[src/pm_pkg.sv]
// shared constants and types for the power mode controller
// assumes a 125 MHz core clock and an AXI4-Lite register port
package pm_pkg;
	// register indices; byte address is four times the index
	localparam logic [7:0] POWER_CONTROL_IDX = 8'h87;
	localparam logic [7:0] SLOW_CTRL_IDX     = 8'hAD;
	localparam logic [7:0] CLOCK_STOP_IDX    = 8'hB6;
	localparam logic [7:0] STATUS_IDX        = 8'hC0;
	// field positions
	localparam int IDLE_BIT = 0;
	localparam int STOP_BIT = 1;
	localparam int HALT_BIT = 1;
	localparam int BUSY_BIT = 4;
	// values after reset
	localparam logic [1:0]  POWER_CONTROL_RST = 2'h0;
	localparam logic [3:0]  SLOW_CTRL_RST     = 4'h0;
	localparam logic [15:0] RESET_VECTOR      = 16'h0000;
	// startup counts: slow oscillator cycles, then crystal cycles
	localparam logic [3:0] POR_SLOW   = 4'hE;
	localparam logic [3:0] WDOG_SLOW  = 4'hC;
	localparam logic [5:0] RESET_XTAL = 6'h18;
	localparam logic [3:0] PIN_SLOW   = 4'h3;
	localparam logic [3:0] TIMER_SLOW = 4'h3;
	localparam logic [5:0] WAKE_XTAL  = 6'h34;
	// bus answers
	localparam logic [1:0] RESP_OKAY   = 2'h0;
	localparam logic [1:0] RESP_SLVERR = 2'h2;

	typedef struct packed {
		logic wdog;
		logic timer;
		logic pin1;
		logic pin0;
	} wake_s;

	typedef enum logic [3:0] {
		ST_BOOT,
		ST_RESET_WAIT,
		ST_RUN,
		ST_IDLE,
		ST_STOP,
		ST_SHUTDOWN,
		ST_POWER_DOWN,
		ST_WAKE
	} pm_state_e;
endpackage

[src/sync3.sv]
// three-stage synchroniser with agreement filter
// assumes inputs are asynchronous to clk
`timescale 1ns/10ps
module sync3 #(
	parameter int W = 1
) (
	input  wire logic         clk,
	input  wire logic         rst_n,
	input  wire logic [W-1:0] din,
	output logic      [W-1:0] dout
);
	logic [W-1:0] ff1;
	logic [W-1:0] ff2;
	logic [W-1:0] ff3;

	always_ff @(posedge clk or negedge rst_n) begin
		if (!rst_n) begin
			ff1 <= '0;
			ff2 <= '0;
			ff3 <= '0;
		end else begin
			ff1 <= din;
			ff2 <= ff1;
			ff3 <= ff2;
		end
	end

	// a bit changes only once stages two and three agree
	always_ff @(posedge clk or negedge rst_n) begin
		if (!rst_n) begin
			dout <= '0;
		end else begin
			for (int i = 0; i < W; i++) begin
				if (ff2[i] == ff3[i]) begin
					dout[i] <= ff3[i];
				end
			end
		end
	end
endmodule

[src/startup_timer.sv]
// startup delay: slow oscillator ticks, then crystal cycles
// assumes slow_tick is a one-cycle pulse on clk
`timescale 1ns/10ps
module startup_timer (
	input  wire logic       clk,
	input  wire logic       rst_n,
	input  wire logic       load,
	input  wire logic [3:0] slow_load,
	input  wire logic [5:0] xtal_load,
	input  wire logic       slow_tick,
	output logic            done
);
	logic [3:0] slow_left;
	logic [5:0] xtal_left;

	always_ff @(posedge clk or negedge rst_n) begin
		if (!rst_n) begin
			slow_left <= 4'h0;
			xtal_left <= 6'h00;
		end else if (load) begin
			slow_left <= slow_load;
			xtal_left <= xtal_load;
		end else if (slow_left != 4'h0) begin
			if (slow_tick) begin
				slow_left <= slow_left - 4'h1;
			end
		end else if (xtal_left != 6'h00) begin
			xtal_left <= xtal_left - 6'h01;
		end
	end

	always_ff @(posedge clk or negedge rst_n) begin
		if (!rst_n) begin
			done <= 1'b0;
		end else begin
			done <= !load && slow_left == 4'h0 && xtal_left == 6'h01;
		end
	end
endmodule

[src/power_mode_control.sv]
// power mode controller: idle, stop and power-down with wake and reset sequencing
// assumes the core pulses instr_done at each instruction end and holds while cpu_hold
// Overview of operation
// - idle bit set enters idle only after the setting instruction completes.
// - idle suspends processing, keeps state, core clock keeps running.
// - enabled interrupt clears idle bit, leaves idle, core resumes after return.
// - watchdog in idle ends it, resets registers, restarts from vector zero.
// - stop bit set enters stop after the setting instruction completes.
// - stop is idle without interrupt exit; only watchdog reset leaves it.
// - clock halt bit set enters power-down after the instruction completes.
// - power-down keeps state, shuts clock then regulators in order.
// - power-down exits only on enabled low pin, timer wake or watchdog.
// - valid wake clears the clock halt bit in hardware.
// - interrupt tied to the wake runs right after clocks return.
// - watchdog in power-down ends it, resets registers, restarts at zero.
// - pin interrupt path off while powered down, wake path off while up.
// - pin wake is also captured for interrupt, held after pin returns high.
// - restart is 14 or 12 slow cycles then 24 crystal cycles.
// - wake takes 3 slow cycles plus at most 52 crystal cycles.
// - slow domain control register shows a read-only busy flag in bit 4.
//
// The AXI4-Lite register port was left to the implementer.
`timescale 1ns/10ps
module power_mode_control (
	input  wire logic              clk,
	input  wire logic              rst_n,
	input  wire logic [11:0]       awaddr,
	input  wire logic              awvalid,
	output logic                   awready,
	input  wire logic [31:0]       wdata,
	input  wire logic [3:0]        wstrb,
	input  wire logic              wvalid,
	output logic                   wready,
	output logic [1:0]             bresp,
	output logic                   bvalid,
	input  wire logic              bready,
	input  wire logic [11:0]       araddr,
	input  wire logic              arvalid,
	output logic                   arready,
	output logic [31:0]            rdata,
	output logic [1:0]             rresp,
	output logic                   rvalid,
	input  wire logic              rready,
	input  wire logic              instr_done,
	input  wire logic              irq_pending,
	input  wire logic [1:0]        irq_ack,
	input  wire pm_pkg::wake_s     wake_raw,
	input  wire logic [1:0]        port0_alt_function,
	input  wire logic              slow_wake_oscillator,
	input  wire logic              slow_busy,
	output logic                   cpu_hold,
	output logic                   cpu_reset,
	output logic [15:0]            reset_vector,
	output logic                   core_clk_en,
	output logic                   regulator_en,
	output logic                   irq_path_en,
	output logic                   wake_path_en,
	output logic [1:0]             pin_irq_capture,
	output logic [3:0]             slow_domain_control_reg
);
	pm_pkg::pm_state_e state;
	pm_pkg::pm_state_e next_state;
	pm_pkg::wake_s     wake;
	pm_pkg::wake_s     last_wake;
	logic              slow_lvl;
	logic              slow_lvl_d;
	logic              slow_tick;
	logic              busy;
	logic              wdog_d;
	logic              wdog_rise;
	logic [1:0]        pin_wake;
	logic              wake_ok;
	logic              timer_load;
	logic [3:0]        load_slow;
	logic [5:0]        load_xtal;
	logic              timer_done;
	logic [1:0]        power_control_reg;
	logic              clock_stop_reg;
	logic              wr_go;
	logic [7:0]        wr_idx;
	logic [7:0]        rd_idx;

	sync3 #(.W(6)) u_sync (
		.clk   (clk),
		.rst_n (rst_n),
		.din   ({slow_busy, slow_wake_oscillator, wake_raw}),
		.dout  ({busy, slow_lvl, wake})
	);

	startup_timer u_timer (
		.clk       (clk),
		.rst_n     (rst_n),
		.load      (timer_load),
		.slow_load (load_slow),
		.xtal_load (load_xtal),
		.slow_tick (slow_tick),
		.done      (timer_done)
	);

	always_ff @(posedge clk or negedge rst_n) begin
		if (!rst_n) begin
			slow_lvl_d <= 1'b0;
			wdog_d     <= 1'b0;
		end else begin
			slow_lvl_d <= slow_lvl;
			wdog_d     <= wake.wdog;
		end
	end

	assign slow_tick = slow_lvl && !slow_lvl_d;
	assign wdog_rise = wake.wdog && !wdog_d;
	assign pin_wake  = ~{wake.pin1, wake.pin0} & port0_alt_function;
	assign wake_ok   = wake.timer || (pin_wake != 2'b00);

	// mode sequencing
	always_comb begin
		next_state = state;
		timer_load = 1'b0;
		load_slow  = pm_pkg::POR_SLOW;
		load_xtal  = pm_pkg::RESET_XTAL;
		if (wdog_rise && state != pm_pkg::ST_BOOT) begin
			next_state = pm_pkg::ST_RESET_WAIT;
			timer_load = 1'b1;
			load_slow  = pm_pkg::WDOG_SLOW;
		end else begin
			case (state)
				pm_pkg::ST_BOOT: begin
					next_state = pm_pkg::ST_RESET_WAIT;
					timer_load = 1'b1;
				end
				pm_pkg::ST_RESET_WAIT: begin
					if (timer_done) begin
						next_state = pm_pkg::ST_RUN;
					end
				end
				pm_pkg::ST_RUN: begin
					if (instr_done) begin
						if (clock_stop_reg) begin
							next_state = pm_pkg::ST_SHUTDOWN;
						end else if (power_control_reg[pm_pkg::STOP_BIT]) begin
							next_state = pm_pkg::ST_STOP;
						end else if (power_control_reg[pm_pkg::IDLE_BIT]) begin
							next_state = pm_pkg::ST_IDLE;
						end
					end
				end
				pm_pkg::ST_IDLE: begin
					if (irq_pending) begin
						next_state = pm_pkg::ST_RUN;
					end
				end
				pm_pkg::ST_STOP: begin
					next_state = pm_pkg::ST_STOP;
				end
				pm_pkg::ST_SHUTDOWN: begin
					next_state = pm_pkg::ST_POWER_DOWN;
				end
				pm_pkg::ST_POWER_DOWN: begin
					if (wake_ok) begin
						next_state = pm_pkg::ST_WAKE;
						timer_load = 1'b1;
						load_xtal  = pm_pkg::WAKE_XTAL;
						load_slow  = wake.timer ? pm_pkg::TIMER_SLOW : pm_pkg::PIN_SLOW;
					end
				end
				pm_pkg::ST_WAKE: begin
					if (timer_done) begin
						next_state = pm_pkg::ST_RUN;
					end
				end
				default: begin
					next_state = pm_pkg::ST_BOOT;
				end
			endcase
		end
	end

	always_ff @(posedge clk or negedge rst_n) begin
		if (!rst_n) begin
			state <= pm_pkg::ST_BOOT;
		end else begin
			state <= next_state;
		end
	end

	// core and supply controls, registered from the next state
	always_ff @(posedge clk or negedge rst_n) begin
		if (!rst_n) begin
			cpu_hold     <= 1'b1;
			cpu_reset    <= 1'b1;
			reset_vector <= pm_pkg::RESET_VECTOR;
			core_clk_en  <= 1'b0;
			regulator_en <= 1'b1;
			irq_path_en  <= 1'b1;
			wake_path_en <= 1'b0;
		end else begin
			cpu_hold     <= next_state != pm_pkg::ST_RUN;
			cpu_reset    <= next_state == pm_pkg::ST_RESET_WAIT || next_state == pm_pkg::ST_BOOT;
			reset_vector <= pm_pkg::RESET_VECTOR;
			core_clk_en  <= next_state != pm_pkg::ST_SHUTDOWN
				&& next_state != pm_pkg::ST_POWER_DOWN
				&& next_state != pm_pkg::ST_WAKE;
			regulator_en <= next_state != pm_pkg::ST_POWER_DOWN;
			irq_path_en  <= next_state != pm_pkg::ST_POWER_DOWN;
			wake_path_en <= next_state == pm_pkg::ST_POWER_DOWN;
		end
	end

	// pin wake kept for the interrupt logic until it acknowledges or a watchdog reset clears it; set wins
	always_ff @(posedge clk or negedge rst_n) begin
		if (!rst_n) begin
			pin_irq_capture <= 2'b00;
		end else if (wdog_rise) begin
			pin_irq_capture <= 2'b00;
		end else if (state == pm_pkg::ST_POWER_DOWN) begin
			pin_irq_capture <= (pin_irq_capture & ~irq_ack) | pin_wake;
		end else begin
			pin_irq_capture <= pin_irq_capture & ~irq_ack;
		end
	end

	always_ff @(posedge clk or negedge rst_n) begin
		if (!rst_n) begin
			last_wake <= '0;
		end else if (wdog_rise) begin
			last_wake <= '{wdog: 1'b1, timer: 1'b0, pin1: 1'b0, pin0: 1'b0};
		end else if (state == pm_pkg::ST_POWER_DOWN && wake_ok) begin
			last_wake <= '{wdog: 1'b0, timer: wake.timer, pin1: pin_wake[1], pin0: pin_wake[0]};
		end
	end

	// write channel: address and data taken together
	assign awready = awvalid && wvalid && !bvalid;
	assign wready  = awready;
	assign wr_go   = awready;
	assign wr_idx  = awaddr[9:2];
	assign arready = !rvalid;
	assign rd_idx  = araddr[9:2];

	always_ff @(posedge clk or negedge rst_n) begin
		if (!rst_n) begin
			power_control_reg       <= pm_pkg::POWER_CONTROL_RST;
			clock_stop_reg          <= 1'b0;
			slow_domain_control_reg <= pm_pkg::SLOW_CTRL_RST;
		end else if (wdog_rise) begin
			power_control_reg       <= pm_pkg::POWER_CONTROL_RST;
			clock_stop_reg          <= 1'b0;
			slow_domain_control_reg <= pm_pkg::SLOW_CTRL_RST;
		end else if (state == pm_pkg::ST_IDLE && irq_pending) begin
			power_control_reg[pm_pkg::IDLE_BIT] <= 1'b0;
		end else if (state == pm_pkg::ST_POWER_DOWN && wake_ok) begin
			clock_stop_reg <= 1'b0;
		end else if (wr_go && wstrb[0] && awaddr[11:10] == 2'b00) begin
			if (wr_idx == pm_pkg::POWER_CONTROL_IDX) begin
				power_control_reg <= wdata[1:0];
			end else if (wr_idx == pm_pkg::CLOCK_STOP_IDX) begin
				clock_stop_reg <= wdata[pm_pkg::HALT_BIT];
			end else if (wr_idx == pm_pkg::SLOW_CTRL_IDX) begin
				slow_domain_control_reg <= wdata[3:0];
			end
		end
	end

	always_ff @(posedge clk or negedge rst_n) begin
		if (!rst_n) begin
			bvalid <= 1'b0;
			bresp  <= pm_pkg::RESP_OKAY;
		end else if (wr_go) begin
			bvalid <= 1'b1;
			if (awaddr[11:10] == 2'b00 && (wr_idx == pm_pkg::POWER_CONTROL_IDX
				|| wr_idx == pm_pkg::CLOCK_STOP_IDX || wr_idx == pm_pkg::SLOW_CTRL_IDX
				|| wr_idx == pm_pkg::STATUS_IDX)) begin
				bresp <= pm_pkg::RESP_OKAY;
			end else begin
				bresp <= pm_pkg::RESP_SLVERR;
			end
		end else if (bready) begin
			bvalid <= 1'b0;
		end
	end

	always_ff @(posedge clk or negedge rst_n) begin
		if (!rst_n) begin
			rvalid <= 1'b0;
			rdata  <= 32'h00000000;
			rresp  <= pm_pkg::RESP_OKAY;
		end else if (arvalid && arready) begin
			rvalid <= 1'b1;
			rresp  <= pm_pkg::RESP_OKAY;
			rdata  <= 32'h00000000;
			if (araddr[11:10] != 2'b00) begin
				rresp <= pm_pkg::RESP_SLVERR;
			end else if (rd_idx == pm_pkg::POWER_CONTROL_IDX) begin
				rdata[1:0] <= power_control_reg;
			end else if (rd_idx == pm_pkg::CLOCK_STOP_IDX) begin
				rdata[pm_pkg::HALT_BIT] <= clock_stop_reg;
			end else if (rd_idx == pm_pkg::SLOW_CTRL_IDX) begin
				rdata[4:0] <= {busy, slow_domain_control_reg};
			end else if (rd_idx == pm_pkg::STATUS_IDX) begin
				rdata[3:0] <= last_wake;
			end else begin
				rresp <= pm_pkg::RESP_SLVERR;
			end
		end else if (rready) begin
			rvalid <= 1'b0;
		end
	end

	// slow ticks seen in wake, then crystal cycles after the last of them
	logic [2:0] wake_ticks;
	logic [6:0] wake_cyc;

	always_ff @(posedge clk or negedge rst_n) begin
		if (!rst_n) begin
			wake_ticks <= 3'h0;
			wake_cyc   <= 7'h00;
		end else if (state != pm_pkg::ST_WAKE) begin
			wake_ticks <= 3'h0;
			wake_cyc   <= 7'h00;
		end else if (wake_ticks < 3'h3) begin
			wake_ticks <= wake_ticks + {2'h0, slow_tick};
		end else begin
			wake_cyc <= wake_cyc + 7'h01;
		end
	end
endmodule

[config.mk]
export PLATFORM = sky130hd
export DESIGN_NAME = power_mode_control
export DESIGN_NICKNAME = d
export VERILOG_FILES = /design/src/pm_pkg.sv /design/src/sync3.sv /design/src/startup_timer.sv /design/src/power_mode_control.sv
export SDC_FILE = /design/constraint.sdc
export NUM_CORES = 1
export LEC_CHECK = 0
export BUFFER_PORTS_ARGS = -buffer_cell sky130_fd_sc_hd__buf_2
export CAP_MARGIN = 20
export CORE_ASPECT_RATIO = 0.6
export CORE_MARGIN = 8
export CORE_UTILIZATION = 27
export DETAILED_ROUTE_END_ITERATION = 7
export PLACE_DENSITY = 0.48
export SLEW_MARGIN = 20
export SYNTH_ARGS = -nofsm -noshare
export SYNTH_HDL_FRONTEND = slang
export SYNTH_SLANG_ARGS = --single-unit
export TNS_END_PERCENT = 20
[constraint.sdc]
create_clock -name clk -period 2.25 [get_ports clk]
set_clock_uncertainty 0.2 [all_clocks]
set_input_delay 0.225 -clock clk [delete_from_list [all_inputs] [get_ports clk]]
set_output_delay 0.225 -clock clk [all_outputs]
set_load 0.005 [all_outputs]
==> out/results.tsv, run 1 <==
metric	value	unit
Worst Setup SP	u_timer.slow_left[0]$_DFFE_PN0P_	
post-route ant nets	0	
clock network power share	45.9	%
RR Startpoint	u_timer.slow_left[0]$_DFFE_PN0P_	
worst r2r path cells	6	
clock transition at the registers of the reported paths	0.06	ns
P_leak	1.97	nW
WP data arrival	2.08	ns
Port-buffer cells	67	
antenna violations before repair	0	
clock sinks	68	
final setup fails	0	
Final Net Count	497	
combinational share of power	10.9	%
maximum VDD drop	0.368	mV
DRT iter0 DRCs	160	
Top Ports	148	
commonest non-fill, non-tap cell in the layout	buf_2	
final worst path period need	2.03	ns
leading area contributor after synthesis	dfrtp_1	
Post-synth ARST share	100	%
total routed wirelength	8310	um
clock root buffer	clkbuf_16	
sequential fraction of design power	43.2	%
H-tree Lvls	3	
Post-Syn Area	3500	sq um
total gr overflow	0	
effective utilization at floorplan	27.4	%
clock buffers created by TritonCTS	9	
vias in the first global route	2476	
Post-DP Area	3890	sq um
final routed wire length divided by cell count	14.1	um
GPL Wtd Cong	0.766	
fmax	493	MHz
post-synth top area share	46.4	%
worst setup path endpoint	u_timer.xtal_left[1]$_DFFE_PN0P_	
clk buf depth	2	
Hold WC Path Type	in2reg	
Syn. warnings	0	
Pwr Density	710	nW/um^2
die width	163	um
Vias	2542	
pin count of the biggest net entering global routing	69	
CP startpoint kind	flop	
Slowest-stage cell, CP	or3b_4	
top_reg_cell synth	dfrtp_1	
DIE AREA	17000	sq um
worst stage delay on the critical path	0.45	ns
TritonCTS clock tree	yes	
CP cell instances	inv_1, ha_1, or3b_4, a21oi_4, mux2_1, nor2_1	
Row Count	32	
Mean Syn Cell Area	10.8	sq um
CORE AREA	12800	sq um
Req. time, crit path	2.30	ns
fill count	1336	
Setup Fix Bufs, Post-CTS	0	
Worst Tran Pin Value	0.608	ns
Cells after Synth	324	
drt drc	0	
Worst-Skew Late Latency	0.33	ns
Design Power	3.10	mW
WS Path Type	reg2reg	
number of synthesized flops with an enable pin	0	
Final Max Tran Viols	0	
Area Overhead vs Synth	24.6	%
Crit. End Element	flop	
status	completed	
switching share of power	24.2	%
max cap viols	0	
final worst-path cycle share	90.1	%
Crit Reg-Reg Endpoint	u_timer.xtal_left[1]$_DFFE_PN0P_	
drt first pass iters	4	
RSZ-0062 raised after global routing	false	
Finished Cell Area	4370	sq um
cells taking the most area after synthesis	dfrtp_1, buf_4, nand2_1	
die height	104	um
Sw Pwr	749	uW
Vias/cell	4.32	
commonest non-fill, non-tap cells in the layout	buf_2, dfrtp_1, conb_1, nand2_1, dlygate4sd3_1	
share of layout cells above drive strength 1	25.8	%
#FFs+latches synth	68	
Distinct cells, synth	69	
Detailed Place HPWL	6360	um
Overall Global Routing Usage	9.62	%
Slew HR	59.5	%
Hold Fails Final Rpt	0	
first-pass GRT wire length	13000	um
sequential area share after synthesis	48.7	%
crit-path max FO	8	
n_diodes	0	
Int Power	2.35	mW
r2r setup slk	0.22	ns
[worst min-delay path by stage]
stage / from / end / slack, ns / depth (start not counted)
4_1_cts: araddr[10] / rdata[0]$_DFFE_PN0P_ / 0.06 / 4
3_3_place_gp: rst_n / u_sync.ff1[2]$_DFF_PN0_ / 0.07 / 2
2_1_floorplan: rst_n / bresp[1]$_DFFE_PN0P_ / -0.27 / 0
6_report: araddr[10] / rdata[0]$_DFFE_PN0P_ / 0.08 / 4
5_1_grt: araddr[10] / rdata[0]$_DFFE_PN0P_ / 0.1 / 4
3_5_place_dp: rst_n / u_sync.ff1[0]$_DFF_PN0_ / 0.08 / 2
[final cells by class]
type | instances | area (sq um) | area share [%]
clock buffer | 11 | 253 | 5.79
clock inverter | 5 | 58.8 | 1.35
inverter | 13 | 48.8 | 1.12
multi-input combinational | 233 | 1550 | 35.4
sequential | 68 | 1710 | 39.1
tap | 170 | 213 | 4.87
timing repair buffer | 88 | 543 | 12.4
[repair_timing]
item,CTS,global route
hold endpoints to repair,80,0
resized for setup,1,2
setup endpoints to repair,6,1
hold buffers,15,0
[power groups by stage]
stage | sequential [mW] | combinational, mW | clock [mW]
detailed placement | 1.36 | 0.315 | 0
CTS | 1.34 | 0.338 | 1.46
floorplan | 1.34 | 0.247 | 0
finish | 1.34 | 0.338 | 1.42
global route | 1.35 | 0.378 | 1.52
global placement | 1.36 | 0.308 | 0
[stage by stage]
| stage | worst slack (ns) | hold slack [ns] | TNS [ns] | utilization, % | std cells |
|---|---|---|---|---|---|
| finish | 0.222 | 0.0812 | 0 | 34.2 | 588 |
| global route | 0.102 | 0.0967 | 0 | 34.2 | 588 |
| CTS | 0.0812 | 0.0590 | 0 | 34.1 | 588 |
| detailed placement | -0.146 | 0.0781 | -0.698 | 30.4 | 557 |
| global placement | -0.119 | 0.0716 | -0.544 | 30.4 | 557 |
| floorplan | 0.309 | -0.271 | 0 | - | 369 |
[critical path, delay by kind of cell (launching register included)]
kind	cells	cell delay, ns
AOI/OAI and AO/OA	1	0.19
adders and majority gates	1	0.16
muxes	1	0.34
and+or+nand+nor	2	0.55
buffers and inverters	1	0.11
DFF	1	0.39
[routing by layer]
layer  track usage (%)  vias to the layer above  part of all wire [%]
met5                 0                        -                     0
met4              2.54                        0                  0.51
met3              3.95                        4                   8.4
met2              12.4                       78                    40
met1              14.2                     1212                    51
li1                  -                     1248                     -
[synth_stat cells, types with 2 or more instances]
cell / count
a211oi_2: 2
a21oi_1: 14
a221oi_1: 2
a22o_1: 5
a22oi_1: 2
and2_1: 5
and3_1: 3
and3b_1: 3
and4b_1: 3
buf_2: 4
buf_4: 48
clkbuf_1: 3
dfrtp_1: 65
dfstp_2: 3
ha_1: 5
inv_1: 12
maj3_1: 6
mux2i_1: 6
nand2_1: 24
nand2b_1: 6
nand3_1: 5
nand3b_1: 4
nand4_1: 4
nor2_1: 7
nor2b_1: 5
nor3_1: 10
nor3b_1: 4
nor4_2: 2
nor4b_1: 2
o2111a_1: 2
o2111ai_1: 2
o211ai_1: 2
o21ai_0: 8
o21ai_1: 3
o311a_1: 2
or3_1: 3
or3b_1: 2
or4_1: 2
xnor2_1: 3
xor2_1: 2
[logic make-up (layout without fill, tap and decap cells)]
family | Yosys count | count (layout) | synth area share, %
simple gates | 104 | 104 | 18.6
fa+ha+maj | 11 | 11 | 3.50
xor+xnor | 5 | 5 | 1.25
mux | 7 | 7 | 2.04
compound gates | 60 | 60 | 13.3
other cells | 1 | 46 | 0.107
flops | 68 | 68 | 48.7
buf+inv | 68 | 117 | 12.6
(Power assumes the default switching activity.)
==> inputs of run 2 (changes only) <==
- MAX_ROUTING_LAYER: unset -> met4
==> out/results.tsv, run 2 (same netlist as run 1, synthesis figures left out) <==
metric	value	unit
GPL Wtd Cong	0.776	
Area Overhead vs Synth	24.6	%
WS Path Type	reg2reg	
fmax	493	MHz
drt first pass iters	4	
CP startpoint kind	flop	
Crit. End Element	flop	
DRT iter0 DRCs	149	
Vias/cell	4.36	
effective utilization at floorplan	27.4	%
Pwr Density	710	nW/um^2
clock transition at the registers of the reported paths	0.06	ns
pin count of the biggest net entering global routing	69	
Overall Global Routing Usage	9.89	%
total routed wirelength	8330	um
Hold WS	0.0805	ns
total gr overflow	0	
share of layout cells above drive strength 1	25.8	%
max cap viols	0	
TritonCTS clock tree	yes	
drt drc	0	
maximum VDD drop	0.367	mV
H-tree Lvls	3	
die width	163	um
clock sinks	68	
antenna violations before repair	0	
Hold Fails Final Rpt	0	
Final Max Tran Viols	0	
first-pass GRT wire length	13000	um
Row Count	32	
Slew HR	59.3	%
fill count	1336	
Req. time, crit path	2.30	ns
Hold WC Path Type	in2reg	
Detailed Place HPWL	6360	um
status	completed	
Worst Tran Pin Value	0.611	ns
clock root buffer	clkbuf_16	
P_leak	1.97	nW
final worst-path cycle share	90.1	%
Worst-Skew Late Latency	0.33	ns
die height	104	um
Setup Fix Bufs, Post-CTS	0	
Vias	2561	
final routed wire length divided by cell count	14.2	um
CORE AREA	12800	sq um
commonest non-fill, non-tap cell in the layout	buf_2	
Final Net Count	497	
RSZ-0062 raised after global routing	false	
crit-path max FO	8	
vias in the first global route	2481	
Top Ports	148	
Design Power	3.10	mW
DIE AREA	17000	sq um
n_diodes	0	
commonest non-fill, non-tap cells in the layout	buf_2, dfrtp_1, conb_1, nand2_1, dlygate4sd3_1	
final setup fails	0	
Port-buffer cells	67	
clock buffers created by TritonCTS	9	
Setup TNS	0	ns
post-route ant nets	0	
clk buf depth	2	
WP data arrival	2.08	ns
final worst path period need	2.03	ns
[run 2: cell counts in the layout (fill, tap and decap cells not counted)]
No cell type changed its count.
[run 2: path summary, 6_finish.rpt]
| check | start | to | slack (ns) | depth (start not counted) |
|---|---|---|---|---|
| worst max-delay path | u_timer.slow_left[0]$_DFFE_PN0P_ | u_timer.xtal_left[1]$_DFFE_PN0P_ | 0.22 | 6 |
| worst min-delay path | araddr[10] | rdata[0]$_DFFE_PN0P_ | 0.08 | 4 |
| worst max register to register | u_timer.slow_left[0]$_DFFE_PN0P_ | u_timer.xtal_left[1]$_DFFE_PN0P_ | 0.22 | 6 |
| worst min register to register | u_sync.ff1[5]$_DFF_PN0_ | u_sync.ff2[5]$_DFF_PN0_ | 0.15 | 0 |
| max in group asynchronous | rst_n | irq_path_en$_DFF_PN1_ | 1.27 | 3 |
| min in group asynchronous | rst_n | u_sync.ff2[2]$_DFF_PN0_ | 0.23 | 3 |
[run 2: where the power goes]
group | internal [mW] | switching, mW
Clock | 0.919 | 0.505
Combinational | 0.149 | 0.189
Sequential | 1.29 | 0.0552
[run 2: layer usage]
| metal | track usage (%) | routed length (um) | vias up |
|---|---|---|---|
| met5 | - | 0 | - |
| met4 | 2.54 | 41 | 0 |
| met3 | 3.87 | 638 | 4 |
| met2 | 12.4 | 3350 | 78 |
| met1 | 14.2 | 4300 | 1231 |
| li1 | - | - | 1248 |
[run 2: metrics by stage]
step           instances  setup slack, ns  util [%]  instance area [sq um]
3_5_place_dp         557           -0.146      30.4                   3890
6_report             588            0.223      34.2                   4370
3_3_place_gp         557           -0.119      30.4                   3890
4_1_cts              588           0.0812      34.1                   4360
5_1_grt              588            0.102      34.2                   4370
2_1_floorplan        369            0.309         -                   3670
[run 2: layout make-up]
cell class / count / area [sq um] / share of cell area, %
Tap cell: 170 / 213 / 4.87
Timing Repair Buffer: 88 / 543 / 12.4
Multi-Input combinational cell: 233 / 1550 / 35.4
Clock buffer: 11 / 253 / 5.79
Clock inverter: 5 / 58.8 / 1.35
Sequential cell: 68 / 1710 / 39.1
Inverter: 13 / 48.8 / 1.12
[run 2: what timing repair did]
item	4_1_cts	5_1_grt
gates resized for setup	1	2
hold buffers	15	0
endpoints found under the hold margin	80	0
endpoints found under the setup margin	6	1
[run 2: worst max-delay path: stages, from the launching register on]
cell,delay [ns]
dfrtp_1,0.39
inv_1,0.11
ha_1,0.16
or3b_4,0.45
a21oi_4,0.19
mux2_1,0.34
nor2_1,0.10
